**config.mk**
```make
export PLATFORM = sky130hd
export DESIGN_NAME = scs_sequencer
export DESIGN_NICKNAME = d
export VERILOG_FILES = /design/src/scs_pkg.sv /design/src/scs_sequencer.sv /design/src/scs_clk_div.sv /design/src/scs_fifo.sv
export VERILOG_INCLUDE_DIRS = /design/src
export SDC_FILE = /design/constraint.sdc
export NUM_CORES = 1
export LEC_CHECK = 0
export BUFFER_PORTS_ARGS = -buffer_cell sky130_fd_sc_hd__buf_2
export CORE_MARGIN = 3
export CORE_UTILIZATION = 53
export DETAILED_ROUTE_END_ITERATION = 10
export PLACE_DENSITY_LB_ADDON = 0.05
export RECOVER_POWER = 100
export SETUP_SLACK_MARGIN = 0.2
export SLEW_MARGIN = 15
export SYNTH_ARGS = -nofsm -noshare
export SYNTH_HDL_FRONTEND = slang
export SYNTH_SLANG_ARGS = --single-unit
```
**constraint.sdc**
```tcl
create_clock -name mclk -period 2.9 [get_ports mclk]
set_clock_uncertainty 0.15 [all_clocks]
set_input_delay 0.435 -clock mclk [delete_from_list [all_inputs] [get_ports mclk]]
set_output_delay 0.435 -clock mclk [all_outputs]
set_load 0.05 [all_outputs]
```
**src/scs_regs.svh**
```systemverilog
/*
 * register offsets, field positions, reset values and timing counts
 * of the conversion sequencer.
 * assumes: included by bare name; mclk at 100 MHz.
 */
`ifndef SCS_REGS_SVH
`define SCS_REGS_SVH

// ----------------------------------------
// register map, byte addresses
// ----------------------------------------
`define SCS_ADDR_W       4
`define SCS_OFF_CTRL     4'h0
`define SCS_OFF_STATUS   4'h4
`define SCS_OFF_RESULT   4'h8

// ----------------------------------------
// control fields
// ----------------------------------------
`define SCS_CTRL_SWCFG   0
`define SCS_CTRL_FAST    1
`define SCS_CTRL_LOWPWR  2
`define SCS_CTRL_BINARY  3
`define SCS_CTRL_BIPOLAR 4
`define SCS_CTRL_TEN     5
`define SCS_CTRL_W       6
`define SCS_CTRL_RST     6'h00

// ----------------------------------------
// status fields
// ----------------------------------------
`define SCS_STAT_BUSY    0
`define SCS_STAT_VALID   1
`define SCS_STAT_STALE   2
`define SCS_STAT_LVL_LO  3

// ----------------------------------------
// bus answers and code points
// ----------------------------------------
`define SCS_RESP_OKAY    2'h0
`define SCS_RESP_SLVERR  2'h2
`define SCS_TRIAL_MSB    14'h2000
`define SCS_CODE_TOP     14'h3fff
`define SCS_CODE_BOTTOM  14'h0000
`define SCS_FIFO_DEPTH   8

// ----------------------------------------
// timing
// ----------------------------------------
`define SCS_CLK_MHZ      100
`define SCS_ACQ_NS       250
`define SCS_ACQ_CYC      ((`SCS_ACQ_NS * `SCS_CLK_MHZ + 999) / 1000)
`define SCS_WARP_PER_NS  1000
`define SCS_NORM_PER_NS  1250
`define SCS_IMP_PER_NS   1493
`define SCS_BIT_CYC(p)   (((p) * `SCS_CLK_MHZ / 1000 - `SCS_ACQ_CYC) / 16)
`define SCS_WARP_GAP_US  1000
`define SCS_WARP_GAP_CYC (`SCS_WARP_GAP_US * `SCS_CLK_MHZ)

`endif

```
**src/scs_pkg.sv**
```systemverilog
/*
 * types shared by the conversion sequencer files.
 * assumes: nothing beyond the compiler.
 */
package scs_pkg;

   // speed and power modes
   typedef enum logic [1:0] {
      SCS_WARP    = 2'b00,
      SCS_NORMAL  = 2'b01,
      SCS_IMPULSE = 2'b10
   } scs_mode_t;

   // sequencer states
   typedef enum logic [1:0] {
      ST_ACQ  = 2'b00,
      ST_CONV = 2'b01,
      ST_FORM = 2'b10
   } scs_state_t;

   // configuration applied to one conversion
   typedef struct packed {
      logic      bipolar;
      logic      tenVolt;
      logic      twos;
      scs_mode_t mode;
   } scs_cfg_t;

   // one finished result as stored in the fifo
   typedef struct packed {
      logic        stale;
      logic        sat;
      logic [13:0] code;
   } scs_result_t;

endpackage : scs_pkg

```
**src/scs_sequencer.sv**
```systemverilog
/*
 * conversion sequencer of a 14-bit charge-redistribution converter:
 * acquisition timing, msb-first bit trials, code forming, mode and range
 * selection, a result fifo and an axi4-lite register slave.
 * assumes: all pins synchronous to mclk; compAbove is the comparator,
 * high when the held sample is at or above the trial level.
 */
// Decided for this implementation: the AXI4-Lite register port and the address map.
`timescale 1ns/1ps
`include "scs_regs.svh"

// Overview of operation
// - start only after acquisition and start falling
// - trial bits msb first, halving weights
// - form code, then drop busy
// - fast high, low-power low: warp mode
// - equal selects give normal mode
// - low-power mode powers down after conversion
// - new config taken after one acquisition
// - register config ignores mode pins
// - four input ranges, pins or register
// - straight binary code points
// - twos complement code points
// - overrange saturates to top or bottom
// - result belongs to just-finished conversion
// - range from bipolar and ten-volt pins, or from their control bits in register config
module scs_sequencer
   import scs_pkg::*;
#(
   parameter logic [16:0] GAP_CYC = 17'(`SCS_WARP_GAP_CYC)
) (
   input  wire logic                   mclk,
   input  wire logic                   reset_n,
   input  wire logic                   convert_start_n,
   input  wire logic                   fast_mode_sel,
   input  wire logic                   low_power_mode_sel,
   input  wire logic                   coding_select,
   input  wire logic                   bipolar_sel,
   input  wire logic                   ten_volt_sel,
   input  wire logic                   compAbove,
   input  wire logic                   overPos,
   input  wire logic                   overNeg,
   output logic                        busy,
   output logic                        sampleEn,
   output logic                        powerDown,
   output logic [13:0]                 dacTrial,
   output scs_cfg_t                    activeCfg,
   input  wire logic [`SCS_ADDR_W-1:0] s_axi_awaddr,
   input  wire logic                   s_axi_awvalid,
   output logic                        s_axi_awready,
   input  wire logic [31:0]            s_axi_wdata,
   input  wire logic [3:0]             s_axi_wstrb,
   input  wire logic                   s_axi_wvalid,
   output logic                        s_axi_wready,
   output logic [1:0]                  s_axi_bresp,
   output logic                        s_axi_bvalid,
   input  wire logic                   s_axi_bready,
   input  wire logic [`SCS_ADDR_W-1:0] s_axi_araddr,
   input  wire logic                   s_axi_arvalid,
   output logic                        s_axi_arready,
   output logic [31:0]                 s_axi_rdata,
   output logic [1:0]                  s_axi_rresp,
   output logic                        s_axi_rvalid,
   input  wire logic                   s_axi_rready
);
   scs_state_t                state_r;
   logic [`SCS_CTRL_W-1:0]    ctrl_r;
   logic [4:0]                acqCnt_r;
   logic [3:0]                bitIdx_r;
   logic [16:0]               gapCnt_r;
   logic                      cnvPrev_r;
   logic                      satPos_r;
   logic                      satNeg_r;
   logic                      stale_r;
   logic                      lastStale_r;
   logic [`SCS_ADDR_W-1:0]    awAddr_r;
   logic [31:0]               wData_r;
   logic                      wByte0_r;
   logic                      awHeld_r;
   logic                      wHeld_r;
   logic                      acqDone;
   logic                      startFall;
   logic                      startOk;
   logic                      tick;
   logic                      wrGo;
   logic                      rdGo;
   logic [13:0]               bitMask;
   logic [13:0]               trialKeep;
   logic [3:0]                bitPeriod;
   scs_cfg_t                  effCfg;
   scs_result_t               fifoIn;
   scs_result_t               fifoOut;
   logic                      fifoInReady;
   logic                      fifoOutValid;
   logic                      fifoPop;
   logic [3:0]                fifoLevel;

   // ----------------------------------------
   // configuration selection
   // ----------------------------------------
   function automatic scs_mode_t modeOf(input logic fast, input logic lowPwr);
      if (fast && !lowPwr)
         return SCS_WARP;
      else if (!fast && lowPwr)
         return SCS_IMPULSE;
      return SCS_NORMAL;
   endfunction : modeOf

   always_comb begin
      if (ctrl_r[`SCS_CTRL_SWCFG]) begin
         effCfg.mode    = modeOf(ctrl_r[`SCS_CTRL_FAST], ctrl_r[`SCS_CTRL_LOWPWR]);
         effCfg.twos    = !ctrl_r[`SCS_CTRL_BINARY];
         effCfg.bipolar = ctrl_r[`SCS_CTRL_BIPOLAR];
         effCfg.tenVolt = ctrl_r[`SCS_CTRL_TEN];
      end else begin
         effCfg.mode    = modeOf(fast_mode_sel, low_power_mode_sel);
         effCfg.twos    = !coding_select;
         effCfg.bipolar = bipolar_sel;
         effCfg.tenVolt = ten_volt_sel;
      end
   end

   // bit period per mode; warp is shortest so it alone reaches 1 msps
   always_comb begin
      unique case (activeCfg.mode)
         SCS_WARP:    bitPeriod = 4'(`SCS_BIT_CYC(`SCS_WARP_PER_NS));
         SCS_IMPULSE: bitPeriod = 4'(`SCS_BIT_CYC(`SCS_IMP_PER_NS));
         default:     bitPeriod = 4'(`SCS_BIT_CYC(`SCS_NORM_PER_NS));
      endcase
   end

   // ----------------------------------------
   // sequencer
   // ----------------------------------------
   assign acqDone   = acqCnt_r == 5'(`SCS_ACQ_CYC);
   assign startFall = cnvPrev_r && !convert_start_n;
   assign startOk   = state_r == ST_ACQ && acqDone && startFall;
   assign bitMask   = 14'h0001 << bitIdx_r;
   assign trialKeep = compAbove ? dacTrial : (dacTrial & ~bitMask);

   scs_clk_div u_div (
      .mclk    (mclk),
      .reset_n (reset_n),
      .run     (state_r == ST_CONV),
      .period  (bitPeriod),
      .tick    (tick)
   );

   // start edge detector
   always_ff @(posedge mclk or negedge reset_n) begin
      if (!reset_n)
         cnvPrev_r <= 1'b1;
      else
         cnvPrev_r <= convert_start_n;
   end

   // acquisition timer, restarts when each conversion ends
   always_ff @(posedge mclk or negedge reset_n) begin
      if (!reset_n)
         acqCnt_r <= 5'h00;
      else if (state_r != ST_ACQ)
         acqCnt_r <= 5'h00;
      else if (!acqDone)
         acqCnt_r <= acqCnt_r + 5'h01;
   end

   // main state, trials and busy; edges outside acq fall through
   always_ff @(posedge mclk or negedge reset_n) begin
      if (!reset_n) begin
         state_r   <= ST_ACQ;
         bitIdx_r  <= 4'h0;
         dacTrial  <= 14'h0000;
         busy      <= 1'b0;
         sampleEn  <= 1'b1;
         powerDown <= 1'b0;
         activeCfg <= '0;
         satPos_r  <= 1'b0;
         satNeg_r  <= 1'b0;
      end else begin
         unique case (state_r)
            ST_ACQ: if (startOk) begin
               activeCfg <= effCfg;
               satPos_r  <= overPos;
               satNeg_r  <= overNeg;
               dacTrial  <= `SCS_TRIAL_MSB;
               bitIdx_r  <= 4'hd;
               busy      <= 1'b1;
               sampleEn  <= 1'b0;
               powerDown <= 1'b0;
               state_r   <= ST_CONV;
            end
            ST_CONV: if (tick) begin
               if (bitIdx_r == 4'h0) begin
                  dacTrial <= trialKeep;
                  state_r  <= ST_FORM;
               end else begin
                  dacTrial <= trialKeep | (bitMask >> 1);
                  bitIdx_r <= bitIdx_r - 4'h1;
               end
            end
            ST_FORM: if (fifoInReady) begin
               busy      <= 1'b0;
               sampleEn  <= 1'b1;
               powerDown <= activeCfg.mode == SCS_IMPULSE;
               state_r   <= ST_ACQ;
            end
            default: state_r <= ST_ACQ;
         endcase
      end
   end

   always_ff @(posedge mclk or negedge reset_n) begin
      if (!reset_n) begin
         gapCnt_r <= 17'h1ffff;
         stale_r  <= 1'b0;
      end else if (startOk) begin
         gapCnt_r <= 17'h00000;
         stale_r  <= effCfg.mode == SCS_WARP && gapCnt_r >= GAP_CYC;
      end else if (gapCnt_r < GAP_CYC) begin
         gapCnt_r <= gapCnt_r + 17'h00001;
      end
   end

   // ----------------------------------------
   // code forming and result fifo
   // ----------------------------------------
   always_comb begin
      fifoIn.stale = stale_r;
      fifoIn.sat   = satPos_r || satNeg_r;
      if (satPos_r)
         fifoIn.code = `SCS_CODE_TOP;
      else if (satNeg_r)
         fifoIn.code = `SCS_CODE_BOTTOM;
      else
         // straight binary is the raw code
         fifoIn.code = dacTrial;
      if (activeCfg.twos)
         fifoIn.code[13] = !fifoIn.code[13];
   end

   // pushed in the cycle busy falls
   scs_fifo #(.W($bits(scs_result_t)), .DEPTH(`SCS_FIFO_DEPTH)) u_fifo (
      .mclk     (mclk),
      .reset_n  (reset_n),
      .inData   (fifoIn),
      .inValid  (state_r == ST_FORM),
      .inReady  (fifoInReady),
      .outData  (fifoOut),
      .outValid (fifoOutValid),
      .outReady (fifoPop),
      .level    (fifoLevel)
   );

   // ----------------------------------------
   // axi4-lite slave
   // ----------------------------------------
   assign wrGo    = awHeld_r && wHeld_r && !s_axi_bvalid;
   assign rdGo    = s_axi_arvalid && s_axi_arready;
   assign fifoPop = rdGo && s_axi_araddr == `SCS_OFF_RESULT && fifoOutValid;

   // address and data taken in either order
   always_ff @(posedge mclk or negedge reset_n) begin
      if (!reset_n) begin
         awHeld_r      <= 1'b0;
         wHeld_r       <= 1'b0;
         s_axi_awready <= 1'b0;
         s_axi_wready  <= 1'b0;
         awAddr_r      <= '0;
         wData_r       <= 32'h0000_0000;
         wByte0_r      <= 1'b0;
      end else begin
         if (s_axi_awvalid && s_axi_awready) begin
            awHeld_r      <= 1'b1;
            awAddr_r      <= s_axi_awaddr;
            s_axi_awready <= 1'b0;
         end else begin
            if (wrGo)
               awHeld_r <= 1'b0;
            s_axi_awready <= !awHeld_r && !s_axi_bvalid;
         end
         if (s_axi_wvalid && s_axi_wready) begin
            wHeld_r      <= 1'b1;
            wData_r      <= s_axi_wdata;
            wByte0_r     <= s_axi_wstrb[0];
            s_axi_wready <= 1'b0;
         end else begin
            if (wrGo)
               wHeld_r <= 1'b0;
            s_axi_wready <= !wHeld_r && !s_axi_bvalid;
         end
      end
   end

   // write response and control register; range settable any time
   always_ff @(posedge mclk or negedge reset_n) begin
      if (!reset_n) begin
         ctrl_r       <= `SCS_CTRL_RST;
         s_axi_bvalid <= 1'b0;
         s_axi_bresp  <= `SCS_RESP_OKAY;
      end else if (wrGo) begin
         s_axi_bvalid <= 1'b1;
         if (awAddr_r == `SCS_OFF_CTRL) begin
            s_axi_bresp <= `SCS_RESP_OKAY;
            if (wByte0_r)
               ctrl_r <= wData_r[`SCS_CTRL_W-1:0];
         end else if (awAddr_r == `SCS_OFF_STATUS || awAddr_r == `SCS_OFF_RESULT) begin
            s_axi_bresp <= `SCS_RESP_OKAY;
         end else begin
            s_axi_bresp <= `SCS_RESP_SLVERR;
         end
      end else if (s_axi_bready) begin
         s_axi_bvalid <= 1'b0;
      end
   end

   // reads; a result read pops the fifo, an empty one reads zero
   always_ff @(posedge mclk or negedge reset_n) begin
      if (!reset_n) begin
         s_axi_arready <= 1'b0;
         s_axi_rvalid  <= 1'b0;
         s_axi_rdata   <= 32'h0000_0000;
         s_axi_rresp   <= `SCS_RESP_OKAY;
         lastStale_r   <= 1'b0;
      end else if (rdGo) begin
         s_axi_arready <= 1'b0;
         s_axi_rvalid  <= 1'b1;
         s_axi_rresp   <= `SCS_RESP_OKAY;
         s_axi_rdata   <= 32'h0000_0000;
         unique case (s_axi_araddr)
            `SCS_OFF_CTRL:   s_axi_rdata[`SCS_CTRL_W-1:0] <= ctrl_r;
            `SCS_OFF_STATUS: begin
               s_axi_rdata[`SCS_STAT_BUSY]  <= busy;
               s_axi_rdata[`SCS_STAT_VALID] <= fifoOutValid;
               s_axi_rdata[`SCS_STAT_STALE] <= lastStale_r;
               s_axi_rdata[`SCS_STAT_LVL_LO +: 4] <= fifoLevel;
            end
            `SCS_OFF_RESULT: if (fifoOutValid) begin
               s_axi_rdata[15:0] <= fifoOut;
               lastStale_r       <= fifoOut.stale;
            end
            default: s_axi_rresp <= `SCS_RESP_SLVERR;
         endcase
      end else if (s_axi_rvalid) begin
         if (s_axi_rready)
            s_axi_rvalid <= 1'b0;
      end else begin
         s_axi_arready <= 1'b1;
      end
   end
endmodule : scs_sequencer

```
**src/scs_clk_div.sv**
```systemverilog
/*
 * bit-trial rate divider: one-cycle tick every period cycles.
 * assumes: period stays fixed while run is high; period >= 1.
 */
`timescale 1ns/1ps
module scs_clk_div (
   input  wire logic       mclk,
   input  wire logic       reset_n,
   input  wire logic       run,
   input  wire logic [3:0] period,
   output logic            tick
);
   logic [3:0] cnt_r;

   // ----------------------------------------
   // counter, held at zero while idle
   // ----------------------------------------
   always_ff @(posedge mclk or negedge reset_n) begin
      if (!reset_n) begin
         cnt_r <= 4'h0;
         tick  <= 1'b0;
      end else if (!run) begin
         cnt_r <= 4'h0;
         tick  <= 1'b0;
      end else if (cnt_r == period - 4'h1) begin
         cnt_r <= 4'h0;
         tick  <= 1'b1;
      end else begin
         cnt_r <= cnt_r + 4'h1;
         tick  <= 1'b0;
      end
   end
endmodule : scs_clk_div

```
**src/scs_fifo.sv**
```systemverilog
/*
 * small result fifo with registered read data (show-ahead).
 * assumes: DEPTH is a power of two.
 */
`timescale 1ns/1ps
module scs_fifo #(
   parameter int W     = 16,
   parameter int DEPTH = 8
) (
   input  wire logic                       mclk,
   input  wire logic                       reset_n,
   input  wire logic [W-1:0]               inData,
   input  wire logic                       inValid,
   output logic                            inReady,
   output logic [W-1:0]                    outData,
   output logic                            outValid,
   input  wire logic                       outReady,
   output logic [$clog2(DEPTH+1)-1:0]      level
);
   localparam int AW = $clog2(DEPTH);
   logic [W-1:0]  mem [DEPTH];
   logic [AW-1:0] wrPtr_r;
   logic [AW-1:0] rdPtr_r;
   logic [AW-1:0] rdNext;
   logic          push;
   logic          pop;

   // honest flags straight from the count
   assign inReady  = level != ($clog2(DEPTH+1))'(DEPTH);
   assign outValid = level != '0;
   assign push     = inValid && inReady;
   assign pop      = outValid && outReady;
   assign rdNext   = rdPtr_r + AW'(pop);

   // ----------------------------------------
   // pointers and fill level
   // ----------------------------------------
   always_ff @(posedge mclk or negedge reset_n) begin
      if (!reset_n) begin
         wrPtr_r <= '0;
         rdPtr_r <= '0;
         level   <= '0;
      end else begin
         wrPtr_r <= wrPtr_r + AW'(push);
         rdPtr_r <= rdNext;
         level   <= level + ($clog2(DEPTH+1))'(push) - ($clog2(DEPTH+1))'(pop);
      end
   end

   // storage; a write into an empty fifo bypasses into the head register
   always_ff @(posedge mclk) begin
      if (push)
         mem[wrPtr_r] <= inData;
      outData <= (push && wrPtr_r == rdNext) ? inData : mem[rdNext];
   end
endmodule : scs_fifo

```
# --- Yosys cells after proc, flatten, opt, wreduce, memory -nomap -nowiden ---
# Memory sizes are Yosys's and may differ from the RTL's. A register that Yosys moved wholly into a read port is not among the register bits.
# Cells that the tools add are included.
# W data, S select, Z words.
totals:
  ff_bits: 114
  latchBits: 0
  ramBits: 128
  romBits: 0
  input_bits: 60
  output_inout_bits: 63
  n_memories: 1
classes:
  add_sub_neg: 9
  n_mul: 0
  n_div: 0
  order_cmp: 2
  n_eq_ne: 17
  shifts: 1
  muxes: 68
  bitwise_logic: 3
  n_reduce_logical: 54
memory_table:
  columns: ["name", "depth", "word_bits", "rd", "rd_clocked_by_memory_dff", "wr", "line_no", "source"]
  rows:
  - ["u_fifo.mem", 8, 16, 1, 1, 1, "scs_fifo.sv:21", "logic [W-1:0] mem [DEPTH];"]
op_table:
  columns: ["op", "count"]
  rows:
  - ["$mux W14", 6]
  - ["$mux W17", 2]
  - ["$mux W1", 28]
  - ["$pmux W14 S2", 1]
  - ["$mux W2", 13]
  - ["$mux W4", 5]
  - ["$logic_and A1 B1 Y1", 19]
  - ["$pmux W6 S3", 1]
  - ["$add A17 B1 Y17 const B", 1]
  - ["$ge A17 B17 Y1 const B", 1]
  - ["$lt A17 B17 Y1 const B", 1]
  - ["$mux W16", 1]
  - ["$mux W5", 3]
  - ["$and A14 B14 Y14", 1]
  - ["$not A14 Y14", 1]
  - ["$or A14 B13 Y14", 1]
  - ["$reduce_bool A2 Y1", 7]
  - ["$shl A1 B4 Y14 const A", 1]
  - ["$logic_not A4 Y1", 3]
  - ["$reduce_and A3 Y1", 4]
  - ["$logic_not A1 Y1", 11]
  - ["$ne A2 B2 Y1 const B", 5]
  - ["$mux W9", 1]
  - ["$eq A4 B3 Y1 const B", 2]
  - ["24 further kinds", 35]

# --- Longest topological paths before layout ---
depth:
  depth_word: 9
  depth_mapped: 13
  depth_no_buf: 11

# --- Modules after synthesis ---
# A second synthesis with hierarchy kept.
hier_totals:
  hier_cells: 754
  area_unflattened_um2: 10729.0
modules_own_cells:
  columns: ["module", "n_inst", "cells_per_inst", "area_per_inst_um2"]
  rows:
  - ["scs_fifo", 1, 241, 5535.3]
  - ["scs_sequencer", 1, 487, 4890.9]
  - ["scs_clk_div", 1, 26, 302.8]

# --- Worst setup path after synthesis ---
# Ideal clock, no wire load.
synth_path:
  path_type: "register to register"
  startpoint: "register u_fifo.level[2]"
  endpoint: "memory u_fifo.mem[0][0] (enable)"
  setup_time_ps: 409
  t_arrival_ps: 2294
  t_required_ps: 2341
  setup_slack_ps: 46
  path_stages_with_launch: 8
  path_buffers: 0
  period_less_slack_ps: 2854
  cell_sequence: "dfrtp_1 > inv_1 > ha_1 > nor3b_1 > nor2_1 > and2_1 > nand2b_1 > nor3_1"
synth_between:
  elab_chain_len: 4
synth_lines:
  columns: ["item", "line_no", "source"]
  rows:
  - ["start, declared", "scs_fifo.sv:18", "output logic [$clog2(DEPTH+1)-1:0] level"]
  - ["start signal, assigned", "scs_fifo.sv:46", "level <= level + ($clog2(DEPTH+1))'(push) - ($clog2(DEPTH+1))'(pop);"]
  - ["$ne A4 B4 Y1", "scs_fifo.sv:29", "assign inReady = level != ($clog2(DEPTH+1))'(DEPTH);"]
  - ["$logic_and A1 B1 Y1", "scs_fifo.sv:31", "assign push = inValid && inReady;"]
  - ["$mux W1", "scs_fifo.sv:52", "if (push)"]
  - ["$mux W1 (implied by the code)", "scs_fifo.sv:53", "mem[wrPtr_r] <= inData;"]
  - ["end, declared", "scs_fifo.sv:21", null]
# Every way passes these cells.

# --- Final worst setup path ---
layout_path:
  startpoint: "register u_fifo.level[2]"
  endpoint: "memory u_fifo.mem[7][15] (enable)"
# The elaborated chain is that of the path after synthesis.

==> results.ini <==
[routing]
drt_pass1_iterations=5
drtIter0Drc=347
viasPerCell=5.589
antenna_left=0
route.detailed.wl_per_inst_um=19.11
postRouteWirelength_mm=22.02
num_vias=6438
drc_viols=0

[place]
detailedPlace.worstSlack_ns=0.1877
dpl.cell_count=1086
placed_area_um2=11140
numPortBuffers=75
routabilityCongestion=0.8993
detailed_place_hpwl_mm=14.70

[cts]
cts_buffer_depth=3
cts_post_setup_buffers_inserted=0
h-tree-depth=1
clockRootBuffer=clkbuf_16
cts_tree=built
cts_num_sinks=243
postCtsResizedCells=0
cts-buffers-inserted=26
worst_skew_pair.late_latency_ns=0.53
cts.clk_slew.worst_paths_ns=0.06

[yosys]
count_of_distinct_cell_types_in_the_synthesized_netlist=56
post_synth_main_area_contributors=edfxtp_1, dfrtp_1, mux4_2
syn_area_um2=10440
syn-mean-instance-area_um2=13.77
ys_dominant_reg_cell=edfxtp_1
ys_ff_latch=243
number_of_synthesized_flops_with_an_enable_pin=128
ys_seq_area_share_pct=64.48
yosysWarningCount=0
synth_compound_area_share_pct=7.732
synth.top_cell.area_share_pct=36.83
post_synth_arst_share_pct=46.09
post_synth_xor_area_fraction_pct=1.175
yosysTopAreaCell=edfxtp_1
yosys.area_share.simple_pct=9.542
synth_fa_ha_area_share_pct=2.589
netlist_instances=758
mux_contribution_to_synthesized_area_pct=10.92
dominant_combinational_cell_family_by_area_after_synthesis=multiplexers

[critical_path]
end_kind=register
arrival_ns=2.63
crit_required_ns=2.95
critical_path_class=reg -> reg
r2r.worst_path.cells=9
critical_path.max_fanout=16
worstSetupStartpointType=register

[floorplan]
chipHeight_um=146.3
die_width_um=146.3
floorplan.initialDensity_pct=54.88
floorplan.rows=50
fp.dieArea_um2=21410
pin_count=123
core_area_um2=19020

[layout]
num_antenna_cells=0
fraction_of_layout_cells_with_a_size_suffix_above_1_pct=17.94
leading_cell_type_in_the_layout_fill_and_taps_excluded=edfxtp_1
design_area_final_um2=12030
final_cells=1152
fin_nets=953
synthToLayoutAreaGrowth_pct=15.21
layout.cells.most_common_list=edfxtp_1, dfrtp_1, clkbuf_1, nand2_1, a21oi_1

[worst_hold_path]
hold_path_depth=3
min_path_type=in -> reg

[run]
maxCapViolCount=0

[timing]
grt_setup_unrepaired=false
worst_pin_slew_ns=1.371
timing.final.crit_period_ns=2.578
totalNegativeSetupSlack_ns=0
maxSlewHeadroom_pct=8.585
setup_ws_ns=0.3221
timing.fmax_mhz=387.9
finalMaxSlewViolations=0
finalCritPeriodShare_pct=88.89
final_hold_viol_count=0
setup_viol_count_final=0

[pwr]
vdd.ir_drop.worst_mv=0.5024
cellPowerDensity_nw_per_um2=732.7
cellLeakagePower_nw=4.512

[global_route]
antenna_found_initial=0
pin_count_of_the_biggest_net_entering_global_routing=52
grt_remaining_overflow=0
grtUsageTotal_pct=20.70
grt_first_pass_wirelength_mm=35.48
vias_in_the_first_global_route=6682

[run_status]
run_status=complete, no violations

## where the power goes
group | internal (mW) | total [mW] | switching (mW) | leakage, nW
Clock | 1.85 | 3.13 | 1.27 | 0.392
Combinational | 0.555 | 1.48 | 0.929 | 1.81
Sequential | 3.91 | 4.20 | 0.292 | 2.31
## worst max-delay path: stages (launching register included)
cell	delay (ns)
dfrtp_1	0.34
inv_1	0.08
ha_1	0.20
nor3b_1	0.15
clkbuf_1	0.16
nor2_1	0.16
and2_0	0.33
nand2_1	0.19
nor2_1	0.15
clkbuf_4	0.33
## final timing paths
kind | slack [ns] | end | start
max reg2reg | 0.32 | u_fifo.mem[7][15]$_DFFE_PP_ | u_fifo.level[2]$_DFF_PN0_
min reg2reg | 0.30 | u_fifo.rdPtr_r[2]$_DFF_PN0_ | u_fifo.rdPtr_r[2]$_DFF_PN0_
max | 0.32 | u_fifo.mem[7][15]$_DFFE_PP_ | u_fifo.level[2]$_DFF_PN0_
max in group asynchronous | 0.54 | awAddr_r[2]$_DFFE_PN0P_ | reset_n
min | 0.05 | s_axi_rresp[1]$_DFFE_PN0N_ | s_axi_araddr[1]
min in group asynchronous | 0.59 | s_axi_rdata[11]$_DFFE_PN0N_ | reset_n
## final cells by class
class	instances	area [um^2]
clock buffer	42	750.7
clock inverter	6	66.31
fill	1528	6993
inverter	22	82.58
multi-input combinational	460	3402
sequential	243	6731
tap	260	325.3
timing repair buffer	119	666.9
## cell families (layout without fill, tap and decap cells)
group / count (synthesis) / in the layout
other cells: 1 / 18
simple gates: 199 / 199
xor+xnor: 14 / 14
mux: 71 / 71
flops: 243 / 243
buf+inv: 72 / 189
compound gates: 137 / 137
fa+ha+maj: 21 / 21
## cell usage after synthesis (19+ instances only)
cell type	count
dfrtp_1	93
dfstp_2	19
mux4_2	32
ha_1	20
inv_1	22
edfxtp_1	128
a21oi_1	50
mux2_2	23
buf_4	23
o21ai_0	46
nand2_1	57
nor2_1	49
## state kept, by name, indices dropped and copies added, names as in the netlist, 5 cells and up, named ones only
signal	flops
u_fifo.mem	128
gapCnt_r	17
s_axi_rdata	16
dacTrial	14
ctrl_r	6
wData_r	6
acqCnt_r	5
activeCfg	5
## metal layers
metal | global-route usage, % | vias up | part of all wire (%)
met5 | 0 | - | 0
met4 | 5.597 | 0 | 1.5
met3 | 3.135 | 27 | 4.7
met2 | 35.56 | 142 | 52
met1 | 27.86 | 3276 | 42
li1 | - | 2993 | -
## what timing repair did
action	CTS	global route
setup endpoints to repair	0	0
hold buffers	18	0
endpoints found under the hold margin	53	0
## stage by stage
stage / util (%) / hold slack [ns] / power [mW]
3_3_place_gp: 58.57 / 0.2939 / 5.757
5_1_grt: 63.23 / 0.06748 / 9.222
6_report: 63.23 / 0.04832 / 8.811
3_5_place_dp: 58.57 / 0.3020 / 5.795
2_1_floorplan: - / -0.01059 / 5.383
4_1_cts: 63.81 / 0.03513 / 8.965
Power figures use the tool's default switching activity.
